--- config.mk ---
export PLATFORM = sky130hd
export DESIGN_NAME = timer_burst_regs
export DESIGN_NICKNAME = d
export VERILOG_FILES = /design/src/design/timer_burst_pkg.sv /design/src/design/timer_burst_regs.sv
export SDC_FILE = /design/constraint.sdc
export NUM_CORES = 1
export LEC_CHECK = 0
export BUFFER_PORTS_ARGS = -buffer_cell sky130_fd_sc_hd__buf_2
export CAP_MARGIN = 30
export CORE_ASPECT_RATIO = 1.25
export CORE_MARGIN = 5
export CORE_UTILIZATION = 35
export CTS_BUF_LIST = sky130_fd_sc_hd__clkbuf_16
export DETAILED_ROUTE_END_ITERATION = 10
export PLACE_DENSITY = 0.57
export SYNTH_ARGS = -nofsm -noshare
export SYNTH_HDL_FRONTEND = slang
export SYNTH_SLANG_ARGS = --single-unit
--- constraint.sdc ---
create_clock -name clk_sys -period 14.8 [get_ports clk_sys]
set_clock_uncertainty 0.05 [all_clocks]
set_input_delay 2.96 -clock clk_sys [delete_from_list [all_inputs] [get_ports clk_sys]]
set_output_delay 2.96 -clock clk_sys [all_outputs]
set_load 0.05 [all_outputs]
--- src/design/timer_burst_pkg.sv ---
/*
  constants and carrier types for the timer burst and output
  configuration register bank.
  assumes a classic wishbone slave with 32-bit data.
*/
package timer_burst_pkg;
  // ==========================================================
  // register offsets
  localparam logic [7:0] FIRST_CTL_OFF  = 8'h00;
  localparam logic [7:0] CMP_OFF        = 8'h34;
  localparam logic [7:0] WRITE_LOCK_LEVEL_OFF       = 8'h44;
  localparam logic [7:0] BURST_CFG_OFF  = 8'he0;
  localparam logic [7:0] BURST_BUF_OFF  = 8'he4;
  localparam logic [7:0] OUT_CFG_OFF    = 8'hfc;
  // ==========================================================
  // field positions
  localparam int DT_LSB     = 0;
  localparam int IOS_BIT    = 10;
  localparam int LOCK_LSB   = 12;
  localparam int BSTART_LSB = 0;
  localparam int BCOUNT_LSB = 8;
  localparam int ODIS_BIT   = 0;
  localparam int FILT_BIT   = 1;
  // ==========================================================
  // reset values and limits
  localparam logic [7:0]  DT_RST     = 8'h00;
  localparam logic [1:0]  LOCK_RST   = 2'h0;
  localparam logic [1:0]  LOCK_OPEN  = 2'h0;
  localparam logic [5:0]  BURST_RST  = 6'h00;
  localparam logic [15:0] CMP_RST    = 16'h0000;
  localparam logic [5:0]  BURST_MAX  = 6'h22;
  localparam int unsigned DTS_DIV    = 1;
  // ==========================================================
  // bus carriers
  typedef struct packed {
    logic        cyc;
    logic        stb;
    logic        we;
    logic [7:0]  adr;
    logic [3:0]  sel;
    logic [31:0] dat;
  } wb_req_t;
  typedef struct packed {
    logic        ack;
    logic [31:0] dat;
  } wb_rsp_t;
endpackage : timer_burst_pkg

--- src/design/timer_burst_regs.sv ---
/*
  register bank: dead-time code and its lock, idle off-state,
  dma burst redirection, compare write filter, an output disable bit that never changes the outputs.
  assumes a classic wishbone master on clk_sys, pwm references and
  channel enables from logic on the same clock.
*/
// Register access over Wishbone was decided locally.
`timescale 1ns/100ps
`default_nettype none
module timer_burst_regs
  import timer_burst_pkg::*;
#(
  parameter int NCH    = 4,
  parameter int DTSDIV = DTS_DIV
) (
  // clock and reset
  input  wire logic             clk_sys,
  input  wire logic             rst_n,
  // register bus
  input  wire wb_req_t          wb_req,
  output wire wb_rsp_t          wb_rsp,
  // timer core side
  input  wire logic             primary_output_enable,
  input  wire logic [NCH-1:0]   chan_en,
  input  wire logic [NCH-1:0]   pwm_ref,
  output wire logic [1:0]       write_lock_level,
  // channel outputs
  output wire logic [NCH-1:0]   out_p,
  output wire logic [NCH-1:0]   out_n,
  output wire logic [NCH-1:0]   chan_oe,
  output wire logic [NCH-1:0]   cmp_updated
);
  initial begin
    if (NCH < 1 || NCH > 4 || DTSDIV < 1 || DTSDIV > 65536) begin
      $error("timer_burst_regs: unsupported parameters");
    end
  end

  // ==========================================================
  // reset release
  logic rst_s1_q;
  logic rst_s2_q;
  always_ff @(posedge clk_sys or negedge rst_n) begin
    if (!rst_n) begin
      rst_s1_q <= 1'b0;
      rst_s2_q <= 1'b0;
    end else begin
      rst_s1_q <= 1'b1;
      rst_s2_q <= rst_s1_q;
    end
  end
  wire logic rst_sn = rst_s2_q;

  // ==========================================================
  // state
  logic [7:0]  dead_time_code_q;
  logic        idle_offstate_sel_q;
  logic [1:0]  lock_q;
  logic [5:0]  burst_start_index_q;
  logic [5:0]  burst_count_q;
  logic [5:0]  xfer_cnt_q;
  logic        compare_write_filter_q;
  logic        output_disable_sel_q;
  logic [15:0] cmp_q [NCH];
  logic        ack_q;
  logic [31:0] rdat_q;

  // ==========================================================
  // bus decode
  wire logic       req      = wb_req.cyc & wb_req.stb;
  wire logic       full_wd  = (wb_req.sel == 4'hf);
  wire logic       commit   = req & ack_q;
  wire logic [5:0] bus_idx  = wb_req.adr[7:2];
  wire logic       hit_buf  = (bus_idx == BURST_BUF_OFF[7:2]);
  wire logic [6:0] tgt_sum  = {1'b0, burst_start_index_q}
                            + {1'b0, xfer_cnt_q}
                            + {1'b0, FIRST_CTL_OFF[7:2]};
  wire logic       tgt_ok   = ~tgt_sum[6];
  wire logic [5:0] eff_idx  = hit_buf ? tgt_sum[5:0] : bus_idx;
  wire logic       eff_ok   = hit_buf ? tgt_ok & (tgt_sum[5:0] != bus_idx) : 1'b1;
  wire logic       wr       = commit & wb_req.we & full_wd & eff_ok;
  wire logic       hit_write_lock_level = (eff_idx == WRITE_LOCK_LEVEL_OFF[7:2]);
  wire logic       hit_bcfg = (eff_idx == BURST_CFG_OFF[7:2]);
  wire logic       hit_ocfg = (eff_idx == OUT_CFG_OFF[7:2]);
  wire logic [5:0] cmp_rel  = eff_idx - CMP_OFF[7:2];
  wire logic       hit_cmp  = (eff_idx >= CMP_OFF[7:2]) && (cmp_rel < 6'(NCH));
  wire logic       lock_open = (lock_q == LOCK_OPEN);
  wire logic [15:0] cmp_rd  = hit_cmp ? cmp_q[cmp_rel[1:0]] : 16'h0000;

  wire logic [31:0] write_lock_level_rd = {18'h0, lock_q, 1'b0, idle_offstate_sel_q,
                               2'b00, dead_time_code_q};
  wire logic [31:0] bcfg_rd = {18'h0, burst_count_q, 2'b00, burst_start_index_q};
  wire logic [31:0] ocfg_rd = {30'h0, compare_write_filter_q, output_disable_sel_q};
  wire logic [31:0] rd_mux  = !eff_ok  ? 32'h0 :
                              hit_write_lock_level ? write_lock_level_rd :
                              hit_bcfg ? bcfg_rd :
                              hit_ocfg ? ocfg_rd :
                              {16'h0, cmp_rd};

  assign wb_rsp.ack       = ack_q;
  assign wb_rsp.dat       = rdat_q;
  assign write_lock_level = lock_q;

  // ==========================================================
  // bus answer
  always_ff @(posedge clk_sys or negedge rst_sn) begin
    if (!rst_sn) begin
      ack_q  <= 1'b0;
      rdat_q <= 32'h0;
    end else begin
      ack_q <= req & ~ack_q;
      if (req && !ack_q) begin
        rdat_q <= rd_mux;
      end
    end
  end

  // ==========================================================
  // protection fields
  always_ff @(posedge clk_sys or negedge rst_sn) begin
    if (!rst_sn) begin
      dead_time_code_q    <= DT_RST;
      idle_offstate_sel_q <= 1'b0;
      lock_q              <= LOCK_RST;
    end else if (wr && hit_write_lock_level) begin
      if (lock_open) begin
        dead_time_code_q <= wb_req.dat[DT_LSB +: 8];
        lock_q           <= wb_req.dat[LOCK_LSB +: 2];
      end
      if (!lock_q[1]) begin
        idle_offstate_sel_q <= wb_req.dat[IOS_BIT];
      end
    end
  end

  // ==========================================================
  // burst configuration and transfer count
  wire logic buf_done = commit & full_wd & hit_buf;
  always_ff @(posedge clk_sys or negedge rst_sn) begin
    if (!rst_sn) begin
      burst_start_index_q <= BURST_RST;
      burst_count_q       <= BURST_RST;
      xfer_cnt_q          <= BURST_RST;
    end else if (wr && hit_bcfg) begin
      burst_start_index_q <= wb_req.dat[BSTART_LSB +: 6];
      burst_count_q       <= wb_req.dat[BCOUNT_LSB +: 6];
      xfer_cnt_q          <= BURST_RST;
    end else if (buf_done) begin
      if (xfer_cnt_q >= burst_count_q) begin
        xfer_cnt_q <= BURST_RST;
      end else begin
        xfer_cnt_q <= xfer_cnt_q + 6'h01;
      end
    end
  end

  // ==========================================================
  // output configuration
  always_ff @(posedge clk_sys or negedge rst_sn) begin
    if (!rst_sn) begin
      compare_write_filter_q <= 1'b0;
      output_disable_sel_q   <= 1'b0;
    end else if (wr && hit_ocfg) begin
      compare_write_filter_q <= wb_req.dat[FILT_BIT];
      output_disable_sel_q   <= wb_req.dat[ODIS_BIT];
    end
  end

  // ==========================================================
  // dead-time sampling tick
  logic [15:0] div_q;
  wire logic   dts_tick = (div_q == 16'(DTSDIV - 1));
  always_ff @(posedge clk_sys or negedge rst_sn) begin
    if (!rst_sn) begin
      div_q <= 16'h0;
    end else begin
      div_q <= dts_tick ? 16'h0 : div_q + 16'h1;
    end
  end

  // ==========================================================
  // dead-time length in ticks
  function automatic logic [9:0] dt_len(input logic [7:0] c);
    logic [9:0] r;
    r = 10'h0;
    casez (c[7:5])
      3'b0??:  r = {2'b00, c};
      3'b10?:  r = {2'b01, c[5:0], 1'b0};
      3'b110:  r = {2'b01, c[4:0], 3'b000};
      3'b111:  r = {1'b1, c[4:0], 4'b0000};
      default: r = 10'h0;
    endcase
    return r;
  endfunction : dt_len

  wire logic [9:0] dt_ticks = dt_len(dead_time_code_q);
  wire logic gate_ok = primary_output_enable | idle_offstate_sel_q;
  wire logic odis    = output_disable_sel_q & ~primary_output_enable
                     & ~idle_offstate_sel_q;

  // ==========================================================
  // per-channel compare, dead time and output gating
  logic [NCH-1:0] ref_q;
  logic [NCH-1:0] p_q;
  logic [NCH-1:0] n_q;
  logic [NCH-1:0] oe_q;
  logic [NCH-1:0] upd_q;
  logic [9:0]     dcnt_q [NCH];

  assign out_p       = p_q;
  assign out_n       = n_q;
  assign chan_oe     = oe_q;
  assign cmp_updated = upd_q;

  genvar i;
  generate
    for (i = 0; i < NCH; i++) begin : g_ch
      wire logic sel_me = wr & hit_cmp & (cmp_rel == 6'(i));
      wire logic same   = (wb_req.dat[15:0] == cmp_q[i]);
      wire logic take   = sel_me & ~(compare_write_filter_q & same);
      wire logic idle   = (dcnt_q[i] == 10'h0);
      wire logic en     = chan_en[i] & gate_ok & ~odis;

      always_ff @(posedge clk_sys or negedge rst_sn) begin
        if (!rst_sn) begin
          cmp_q[i] <= CMP_RST;
          upd_q[i] <= 1'b0;
        end else begin
          upd_q[i] <= take;
          if (take) begin
            cmp_q[i] <= wb_req.dat[15:0];
          end
        end
      end

      always_ff @(posedge clk_sys or negedge rst_sn) begin
        if (!rst_sn) begin
          ref_q[i]  <= 1'b0;
          dcnt_q[i] <= 10'h0;
        end else begin
          ref_q[i] <= pwm_ref[i];
          if (pwm_ref[i] != ref_q[i]) begin
            dcnt_q[i] <= dt_ticks;
          end else if (dts_tick && !idle) begin
            dcnt_q[i] <= dcnt_q[i] - 10'h1;
          end
        end
      end

      always_ff @(posedge clk_sys or negedge rst_sn) begin
        if (!rst_sn) begin
          p_q[i]  <= 1'b0;
          n_q[i]  <= 1'b0;
          oe_q[i] <= 1'b0;
        end else begin
          p_q[i]  <= en & idle & ref_q[i];
          n_q[i]  <= en & idle & ~ref_q[i];
          oe_q[i] <= en;
        end
      end
    end
  endgenerate
endmodule : timer_burst_regs
`default_nettype wire

* Word-level counts from Yosys, hierarchy flattened
Cells that the tools add are included.
** Storage, ports and cells
- Input port bits :: 58
- Word-level logic and storage cells :: 185
- Flip-flop bits (word level) :: 206
- Output and inout port bits :: 51
** Cells by class
- Add/sub/neg operators :: 8
- Mux-type cells :: 23
- Bitwise logic cells :: 61
- Magnitude comparators :: 4
- Eq/ne operators :: 20
- Reductions and logical operators :: 28
** Operator list (number)
- $mux 16 :: 8
- $mux 10 :: 8
- $eq 16x16->1 :: 4
- $and 1x1->1 :: 44
- $logic_not 10->1 :: 4
- $pmux 10 s4 :: 1
- $sub 10x1->10 const B :: 4
- $bmux 16 s2 :: 1
- $mux 6 :: 4
- $eq 6x6->1 const B :: 3
- $add 16x1->16 const B :: 1
- $logic_not 16->1 :: 1
- $not 1->1 :: 15
- $eq 6x2->1 const B :: 2
- $reduce_bool 2->1 :: 5
- $logic_and 1x1->1 :: 9
- $add 6x6->7 :: 1
- $add 6x1->6 const B :: 1
- $eq 3x3->1 const B :: 2
- $eq 6x1->1 const B :: 1
- $eq 6x5->1 const B :: 1
- $ge 6x4->1 const B :: 1
- $ge 6x6->1 :: 1
- $logic_not 6->1 :: 1
- 13 further kinds :: 21

* Longest topological paths before layout
Gate-level depths: netlist (run 1).
- Word-level depth :: 12
- Depth in mapped cells :: 13
- Mapped depth without buffers :: 10

* Worst setup path after synthesis (run 1)
OpenSTA, ideal clock, no wires.
- Kind :: in2reg
- Start point :: input wb_req[39] (netlist name)
- End point :: register cmp_q[10] (netlist name)
- Stages :: 12
- Buffers on the path :: 2
- Setup time :: 125 ps
- Data required time :: 14625 ps
- Slack :: 8617 ps
- Arrival time :: 6008 ps
- Path through :: nand4b_2 > o31a_1 > inv_2 > buf_2 > ha_1 > o2111ai_1 > o21ai_0 > a211o_1 > o211ai_4 > nor3_4 > buf_12 > mux2_4
** Between the ends
- Longest elaborated chain between the ends :: 8
- Elaborated cells on any way between the ends :: 14
- Classes of those cells :: add/sub (1); order compare (2); eq/ne (3); mux (2); bitwise (5); reduce/logical (1)
** Ends and longest elaborated chain
- from (decl) :: line timer_burst_regs.sv:20 : input wire wb_req_t wb_req,
- $eq 6x6->1 :: line timer_burst_regs.sv:74 : wire logic hit_buf = (bus_idx == BURST_BUF_OFF[7:2]);
- $mux 6 :: line timer_burst_regs.sv:79 : wire logic [5:0] eff_idx = hit_buf ? tgt_sum[5:0] : bus_idx;
- $sub 6x4->6 :: line timer_burst_regs.sv:85 : wire logic [5:0] cmp_rel = eff_idx - CMP_OFF[7:2];
- $lt 6x3->1 :: line timer_burst_regs.sv:86 : wire logic hit_cmp = (eff_idx >= CMP_OFF[7:2]) && (cmp_rel < 6'(NCH));
- $logic_and 1x1->1 :: line timer_burst_regs.sv:86
- $and 1x1->1 :: line timer_burst_regs.sv:218 : wire logic sel_me = wr & hit_cmp & (cmp_rel == 6'(i));
- $and 1x1->1 (*) :: line timer_burst_regs.sv:218
- $and 1x1->1 (*) :: line timer_burst_regs.sv:220 : wire logic take = sel_me & ~(compare_write_filter_q & same);
- to (signal, indexed assignment) :: line timer_burst_regs.sv:231 : cmp_q[i] <= wb_req.dat[15:0];
- to (decl) :: line timer_burst_regs.sv:64 : logic [15:0] cmp_q [NCH];
Mark *: on every way between the ends. The rest lies on a longest branch, timed or not.
A chain may end at the register's enable or synchronous reset.

* Final worst setup path (run 1)
- Start point :: input wb_req[39] (netlist name)
- End point :: register burst_start_index_q[2]
** Between the ends
- Longest elaborated chain between the ends :: 5
- Elaborated cells on any way between the ends :: 8
- Classes of those cells :: eq/ne (3); mux (2); bitwise (2); reduce/logical (1)
** Ends and longest elaborated chain
- $ne 6x6->1 :: line timer_burst_regs.sv:80 : wire logic eff_ok = hit_buf ? tgt_ok & (tgt_sum[5:0] != bus_idx) : 1'b1;
- $and 1x1->1 :: line timer_burst_regs.sv:80
- $mux 1 :: line timer_burst_regs.sv:80
- $and 1x1->1 :: line timer_burst_regs.sv:81 : wire logic wr = commit & wb_req.we & full_wd & eff_ok;
- $logic_and 1x1->1 (*) :: line timer_burst_regs.sv:144 : end else if (wr && hit_bcfg) begin
- to (signal assigned) :: line timer_burst_regs.sv:145 : burst_start_index_q <= wb_req.dat[BSTART_LSB +: 6];
- to (decl) :: line timer_burst_regs.sv:59 : logic [5:0] burst_start_index_q;
Marks and branches as above.

==> PnR_summary.wiki, run 1 <==
{| class="wikitable"
! Metric !! Value
|-
| Share of flip-flops with an asynchronous set or reset || 100.0%
|-
| Port Buf Inserts || 74
|-
| Worst Path Arrival || slightly below 7000 ps
|-
| Total Wirelength || approximately 26000 µm
|-
| Pin count of the biggest net entering global routing || 71
|-
| Worst hold-check path type || reg -> reg
|-
| Count of standard-cell rows || slightly above 70
|-
| Synth top area cells || sky130_fd_sc_hd__dfrtp_1 (45%), sky130_fd_sc_hd__xor2_1 (7.2%), sky130_fd_sc_hd__mux2_4 (5.6%), sky130_fd_sc_hd__mux2_2 (5.1%), sky130_fd_sc_hd__mux4_2 (3.4%)
|-
| Slew at the pin closest to its max-slew limit || approximately 940 ps
|-
| Count of warnings emitted by yosys || 0
|-
| Max-cap viol count || 0
|-
| Maximum fanout along the worst path || 19
|-
| Power density of the placed cells || 107.0 nW/µm²
|-
| CTS root buf || sky130_fd_sc_hd__clkbuf_16
|-
| Antenna Nets Post-Route || 0
|-
| Number of clock sinks seen by CTS || between 150 and 200
|-
| Status || finished clean
|-
| Final Setup Violations || 0
|-
| Unrepaired setup endpoints after global routing || no
|-
| Synth Area in XOR/XNOR || roughly a tenth
|-
| Total routing usage reported by global routing || between 10% and 20%
|-
| Cell with the most instances after synthesis || sky130_fd_sc_hd__dfrtp_1
|-
| Clock tree from TritonCTS || done
|-
| Effective utilization at floorplan || 35.42%
|-
| Register clock-pin slew on the reported worst setup and hold paths || around 70 ps
|-
| DR WL/cell || around 19 µm
|-
| Detail Placement HPWL || 19190 µm
|-
| Setup TNS after final layout || 0 ps
|-
| CTS H-tree lvls || 4
|-
| Post-synthesis sequential element count || between 150 and 200
|-
| Boundary pin count || between 100 and 150
|-
| Die Height || between 200 and 250 µm
|-
| Highest achievable clock rate || ~150 MHz
|-
| Post-Syn Instances || between 900 and 1k
|-
| Fraction of layout cells with a size suffix above 1 || about a quarter
|-
| DIE WIDTH || around 170 µm
|-
| Pre-CTS setup slack || between 7000 and 8000 ps
|-
| Die area || 34000 µm²
|-
| Max Root-Sink Buffers || 2
|-
| Initial detailed-routing violation count || between 300 and 400
|-
| Overall power after layout || between 0.001 and 0.0015 W
|-
| Fraction of synthesized area in multiplexers || 15.72%
|-
| Number of flops mapped to enable cells by yosys || 0
|-
| Dominant synthesized flop cell || sky130_fd_sc_hd__dfrtp_1
|-
| Complex-gate fraction of the synthesized area || roughly 8.3%
|-
| Core area || about 30000 µm²
|-
| Cell accounting for the most synthesized area || sky130_fd_sc_hd__dfrtp_1
|-
| Share of the clock period used by the worst path after layout || 45.19%
|-
| Worst ir drop on vdd || roughly 0.000066 V
|-
| Hold Vio Cnt, Final || 0
|-
| Post-synthesis sequential area ratio || 44.70%
|-
| Critical Path Start Type || input pin
|-
| Skew-Pair Late Insertion Delay || about 440 ps
|-
| Relative slew margins || between 30% and 40%
|-
| Area share of the largest cell type after synthesis || between 40% and 50%
|-
| Global-route congestion overflow total || 0
|-
| Final critical-path required period || between 6000 and 7000 ps
|-
| First-pass iteration count of the detailed router || 4
|-
| Post-route DRC || 0
|-
| Most used standard cells in the synthesized netlist || sky130_fd_sc_hd__dfrtp_1 (190), sky130_fd_sc_hd__xor2_1 (88), sky130_fd_sc_hd__nand2_1 (57)
|-
| RePlAce Congestion || 0.8166
|-
| Simple-gate portion of the synthesized area || between 10% and 20%
|-
| CTS hold repair buffers || 0
|-
| Path type of the worst setup path || in -> reg
|-
| Final-report max-slew violation count || 0
|-
| Cells resized by post-CTS repair || 0
|-
| Post-layout nets || approximately 1.1k
|-
| Capturing element type of the critical path || flop
|-
| Vias per cell || between 5 and 6
|-
| Final critical-path setup slack || between 8000 and 9000 ps
|-
| Via count of the first global-routing pass || 7316
|-
| Number of distinct library cells after synthesis || 73
|-
| Vias || 7214
|-
| Data required time of the worst path || 15070 ps
|-
| Area delta synth->final || 11.30%
|-
| Fraction of the mapped netlist area in adder cells || 3.011%
|-
| Global-route wire length before repair || around 42000 µm
|-
| Number of antenna violations at the first check in global routing || 3
|-
| Final cell utilization of the core || slightly below 40%
|-
| Largest family of logic cells by synthesized area || multiplexers
|-
| Number of buffers inserted by post-CTS setup repair || 0
|-
| TritonCTS buffer count || 17
|-
| Leakage power total || about 5.7 nW
|-
| Area of the mapped netlist || 10640 µm²
|-
| WHS || 303.0 ps
|-
| Slack of the worst reg-to-reg path || 10290 ps
|-
| Mean cell area of the mapped netlist || around 11 µm²
|}
registers in the layout, indices dropped and copies added, names as in the netlist, 2 cells and up:
register             cells
chan_oe                  4
dcnt_q                  40
burst_start_index_q      6
ref_q                    4
xfer_cnt_q               6
out_n                    4
write_lock_level         2
burst_count_q            6
div_q                   16
cmp_q                   64
cmp_updated              4
dead_time_code_q         8
rdat_q                  16
out_p                    4
per-layer routing:
metal	vias up	global-route usage, %	share of wire, %
met4	2	5.659	2.7
met5	-	0	0.026
met2	117	27.32	51
met3	38	2.567	2.6
met1	3613	19.53	43
li1	3444	-	-
report_power, final:
| group | total (W) | internal (W) | switching (W) |
|---|---|---|---|
| clock network | 0.000431 | 0.000228 | 0.000203 |
| registers | 0.000596 | 0.000557 | 0.0000387 |
| logic | 0.000240 | 0.0000992 | 0.000141 |
path summary, 6_finish.rpt:
check	start	to	depth (start not counted)
setup / recovery	wb_req[39]	burst_start_index_q[2]	11
hold / removal	rst_s1_q	rst_s2_q	0
setup reg to reg	xfer_cnt_q[0]	burst_start_index_q[2]	10
hold reg to reg	rst_s1_q	rst_s2_q	0
max in group asynchronous	rst_s2_q	burst_count_q[3]	2
min in group asynchronous	rst_s2_q	cmp_q[50]	0
critical path, cell delays in order:
cell	delay, ps
sky130_fd_sc_hd__buf_2	130
sky130_fd_sc_hd__nand4b_2	280
sky130_fd_sc_hd__o31a_1	450
sky130_fd_sc_hd__inv_2	540
sky130_fd_sc_hd__ha_1	370
sky130_fd_sc_hd__o2111ai_1	120
sky130_fd_sc_hd__o21ai_0	370
sky130_fd_sc_hd__and3_1	490
sky130_fd_sc_hd__nor2b_1	550
sky130_fd_sc_hd__buf_4	320
sky130_fd_sc_hd__mux2_2	350
cells by family after synthesis:
family                   Yosys count
AO/OA/AOI/OAI                    130
XOR/XNOR                         124
adder cells (fa/ha/maj)           25
buffers and inverters             86
flip-flops                       190
multiplexers                     121
other                              2
AND/OR/NAND/NOR                  265
final cells by class:
| type | count | area [µm²] |
|---|---|---|
| Antenna cell | 2 | 5.005 |
| Multi-Input combinational cell | 682 | 5479 |
| Sequential cell | 190 | 4758 |
| Timing Repair Buffer | 87 | 467.9 |
| Clock buffer | 17 | 425.4 |
| Clock inverter | 14 | 107.6 |
| Tap cell | 401 | 501.7 |
| Fill cell | 3020 | 18190 |
| Inverter | 25 | 93.84 |
cell usage in the layout (no fill, tap or decap), drive strengths merged, types with 35 or more instances in the layout:
cell	n
buf	87
xor2	88
nand3	35
o21ai	39
dfrtp	190
a21oi	36
mux2	88
nor2	43
nand2	57
xnor2	35
metrics by stage:
stage          std cells  area [µm²]
2_1_floorplan        958       10690
3_3_place_gp        1385       11300
3_5_place_dp        1385       11300
4_1_cts             1416       11830
5_1_grt             1418       11840
6_report            1418       11840
Note: power is estimated with default switching activity, not from simulation.
==> run 2: changes to the inputs <==
--- a/config.mk
+++ b/config.mk
@@ -5,6 +5,7 @@
 export SDC_FILE = /design/constraint.sdc
 export NUM_CORES = 1
 export LEC_CHECK = 0
+export ABC_AREA = 1
 export BUFFER_PORTS_ARGS = -buffer_cell sky130_fd_sc_hd__buf_2
 export CAP_MARGIN = 30
 export CORE_ASPECT_RATIO = 1.25
@@ -12,7 +13,7 @@
 export CORE_UTILIZATION = 35
 export CTS_BUF_LIST = sky130_fd_sc_hd__clkbuf_16
 export DETAILED_ROUTE_END_ITERATION = 10
-export PLACE_DENSITY = 0.57
+export PLACE_DENSITY = 0.59
 export SYNTH_ARGS = -nofsm -noshare
 export SYNTH_HDL_FRONTEND = slang
 export SYNTH_SLANG_ARGS = --single-unit
==> constraint.sdc (replaced) <==
create_clock -name clk_sys -period 5.75 [get_ports clk_sys]
set_clock_uncertainty 0.05 [all_clocks]
set_input_delay 1.15 -clock clk_sys [delete_from_list [all_inputs] [get_ports clk_sys]]
set_output_delay 1.15 -clock clk_sys [all_outputs]
set_load 0.05 [all_outputs]
==> PnR_summary.wiki, run 2 <==
{| class="wikitable"
! Metric !! Value
|-
| Status || finished clean
|-
| Startpoint of the worst setup timing path || xfer_cnt_q[0]
|-
| Area of the mapped netlist || between 10000 and 15000 µm²
|-
| Count of warnings emitted by yosys || 0
|-
| Layout filler cell count || approximately 3.3k
|-
| First-pass iteration count of the detailed router || 6
|-
| Final critical-path required period || roughly 4000 ps
|-
| Slew at the pin closest to its max-slew limit || about 1000 ps
|-
| Post-route DRC || 0
|-
| Highest achievable clock rate || roughly 250 MHz
|-
| Boundary pin count || about 110
|-
| Power density of the placed cells || ~290 nW/µm²
|-
| Footprint of the multi-input gates || 5509 µm²
|-
| RePlAce Congestion || 0.8828
|-
| Dpl cells || between 1.5k and 2k
|-
| Largest register FFs || between 60 and 70
|-
| Share of flip-flops with an asynchronous set or reset || 100.0%
|-
| Count of standard-cell rows || between 70 and 80
|-
| Path type of the worst setup path || reg -> reg
|-
| Post-synthesis sequential element count || 190
|-
| Area share of the largest cell type after synthesis || approximately 42%
|-
| Setup TNS after final layout || 0 ps
|-
| Slack of the worst reg-to-reg path || 1820 ps
|-
| Post-layout nets || roughly 1.6k
|-
| TritonCTS buffer count || 17
|-
| Initial detailed-routing violation count || approximately 760
|-
| Vias per cell || ~5.1
|-
| CP Capture Point || cmp_q[57]
|-
| Total routing usage reported by global routing || approximately 18%
|-
| Via count of the first global-routing pass || around 9.7k
|-
| Post-synthesis sequential area ratio || 42.24%
|-
| Synth top area cells || sky130_fd_sc_hd__dfrtp_1 (42%), sky130_fd_sc_hd__nand2_1 (14%), sky130_fd_sc_hd__nand3_1 (6.7%), sky130_fd_sc_hd__inv_1 (5.5%), sky130_fd_sc_hd__o21ai_0 (4.1%)
|-
| Effective utilization at floorplan || around 35%
|-
| Capturing element type of the critical path || flop
|-
| Unrepaired setup endpoints after global routing || no
|-
| Number of distinct library cells after synthesis || 54
|-
| Cell accounting for the most synthesized area || sky130_fd_sc_hd__dfrtp_1
|-
| Cells resized by post-CTS repair || 0
|-
| Final instance area || 12470 µm²
|-
| Registers with the most flip-flops || cmp_q (64), dcnt_q (40)
|-
| Total Wirelength || between 30000 and 40000 µm
|-
| Worst Path Arrival || between 4000 and 5000 ps
|-
| Number of buffers inserted by post-CTS setup repair || 0
|-
| Data required time of the worst path || 6070 ps
|-
| Skew-Pair Late Insertion Delay || ~440 ps
|-
| Vias || ~10k
|-
| Post-Layout Cell Count || about 2.0k
|-
| Area delta synth->final || 10.76%
|-
| Worst hold-check path type || reg -> reg
|-
| Fraction of layout cells with a size suffix above 1 || between 10% and 20%
|-
| CTS H-tree lvls || 4
|-
| CTS hold repair buffers || 0
|-
| Reg-to-Reg Start || xfer_cnt_q[0]
|-
| Leading cell types in the layout, fill and taps excluded || sky130_fd_sc_hd__nand2_1 (409), sky130_fd_sc_hd__dfrtp_1 (189), sky130_fd_sc_hd__inv_1 (167)
|-
| Area post-placement || between 10000 and 15000 µm²
|-
| Largest register by flop count || cmp_q
|-
| Global-route wire length before repair || 51160 µm
|-
| DR WL/cell || between 15 and 20 µm
|-
| Hold Vio Cnt, Final || 0
|-
| Core area || 31790 µm²
|-
| Max-cap viol count || 0
|-
| Die area || between 30000 and 40000 µm²
|-
| DIE WIDTH || ~170 µm
|-
| Path depth of the worst reg2reg path || 15
|-
| Max Root-Sink Buffers || 2
|-
| CTS root buf || sky130_fd_sc_hd__clkbuf_16
|-
| Commonest non-fill, non-tap cell in the layout || sky130_fd_sc_hd__nand2_1
|-
| Detail Placement HPWL || 22610 µm
|-
| Number of antenna violations at the first check in global routing || 1
|-
| Cell with the most instances after synthesis || sky130_fd_sc_hd__nand2_1
|-
| Pin count of the biggest net entering global routing || around 190
|-
| Clock tree from TritonCTS || done
|-
| Share of the clock period used by the worst path after layout || between 60% and 70%
|-
| Dominant synthesized flop cell || sky130_fd_sc_hd__dfrtp_1
|-
| Most used standard cells in the synthesized netlist || sky130_fd_sc_hd__nand2_1 (409), sky130_fd_sc_hd__dfrtp_1 (190), sky130_fd_sc_hd__inv_1 (165)
|-
| Post-Syn Instances || between 1k and 1.5k
|-
| Final Setup Violations || 0
|-
| Leakage power total || approximately 6.4 nW
|-
| Port Buf Inserts || 74
|-
| Maximum fanout along the worst path || 64
|-
| Worst ir drop on vdd || ~0.0002 V
|-
| Reg-to-reg endpoint || cmp_q[57]
|-
| Final cell utilization of the core || approximately two fifths
|-
| Number of clock sinks seen by CTS || 190
|-
| Register clock-pin slew on the reported worst setup and hold paths || ~80 ps
|-
| Mean cell area of the mapped netlist || 7.534 µm²
|-
| Antenna Nets Post-Route || 0
|-
| Critical Path Start Type || flop
|-
| Die Height || between 200 and 250 µm
|-
| Final-report max-slew violation count || 0
|-
| Global-route congestion overflow total || 0
|-
| Sequential standard cell area || 4758 µm²
|-
| Relative slew margins || about a third
|-
| Number of flops mapped to enable cells by yosys || 0
|}
## run 2: changes by cell type in the layout (fill, tap and decap cells not counted), moves of 25 or more
cell and delta:
sky130_fd_sc_hd__inv_1 +140, sky130_fd_sc_hd__mux2_2 -48, sky130_fd_sc_hd__mux2_4 -40, sky130_fd_sc_hd__nand2_1 +352, sky130_fd_sc_hd__nand3_1 +115, sky130_fd_sc_hd__nor2_1 +77
sky130_fd_sc_hd__o211ai_1 +25, sky130_fd_sc_hd__o21ai_0 +54, sky130_fd_sc_hd__xor2_1 -68
## run 2: through the flow
stage	setup slack (ps)	power (W)	hold slack, ps
floorplan	13.51	0.002236	281.2
global placement	1505	0.002416	286.2
detailed placement	1440	0.002443	290.5
CTS	1775	0.003592	309.1
global route	1473	0.003782	322.3
finish	1818	0.003557	306.2
## run 2: how the worst min path moves through the flow
| stage | from | end | slack, ps | cells past startpoint |
|---|---|---|---|---|
| 6_report | rst_s1_q | rst_s2_q | 310 | 0 |
| 5_1_grt | rst_s1_q | rst_s2_q | 320 | 0 |
| 4_1_cts | rst_s1_q | rst_s2_q | 310 | 0 |
| 3_5_place_dp | rst_s1_q | rst_s2_q | 290 | 0 |
| 3_3_place_gp | rst_s1_q | rst_s2_q | 290 | 0 |
| 2_1_floorplan | rst_s1_q | rst_s2_q | 280 | 0 |
## run 2: cell type report
type	count	area share (%)
antenna	1	0.02007
clock buffer	17	3.412
sequential	190	38.17
inverter	176	5.349
timing repair buffer	84	3.673
clock inverter	15	1.054
multi-input combinational	1077	44.19
tap	412	4.135
## run 2: logic make-up after synthesis
group / count (synthesis) / synth area share, %
AND/OR/NAND/NOR: 743 / 28.69
other: 2 / 0.06672
AO/OA/AOI/OAI: 246 / 13.26
flip-flops: 190 / 42.24
buffers and inverters: 242 / 9.315
adder cells (fa/ha/maj): 25 / 2.846
XOR/XNOR: 46 / 3.579
## run 2: metal layers
layer  part of all wire (%)  vias up  global-route usage (%)
met3                    4.5       42                   2.514
met5                      0        -                       0
met2                     50      264                   30.39
met4                    2.3        0                   5.592
met1                     43     4686                   22.98
li1                       -     4977                       -
## run 2: power by group
group,internal (W),switching [W]
sequential,0.00146,0.0000915
combinational,0.000283,0.000589
clock,0.000569,0.000568
total,0.00231,0.00125
## run 2: worst max-delay path: stages, from the launching register on
cell	delay (ps)
sky130_fd_sc_hd__dfrtp_1	440
sky130_fd_sc_hd__ha_1	250
sky130_fd_sc_hd__fa_1	550
sky130_fd_sc_hd__nand3_1	90
sky130_fd_sc_hd__nand2_1	230
sky130_fd_sc_hd__inv_1	180
sky130_fd_sc_hd__ha_1	210
sky130_fd_sc_hd__inv_1	60
sky130_fd_sc_hd__nand3_1	100
sky130_fd_sc_hd__o21ai_1	180
sky130_fd_sc_hd__nand2_2	80
sky130_fd_sc_hd__nor2_4	320
sky130_fd_sc_hd__nand2_4	150
sky130_fd_sc_hd__nor2_8	690
sky130_fd_sc_hd__nand3_1	150
sky130_fd_sc_hd__nand2_1	110
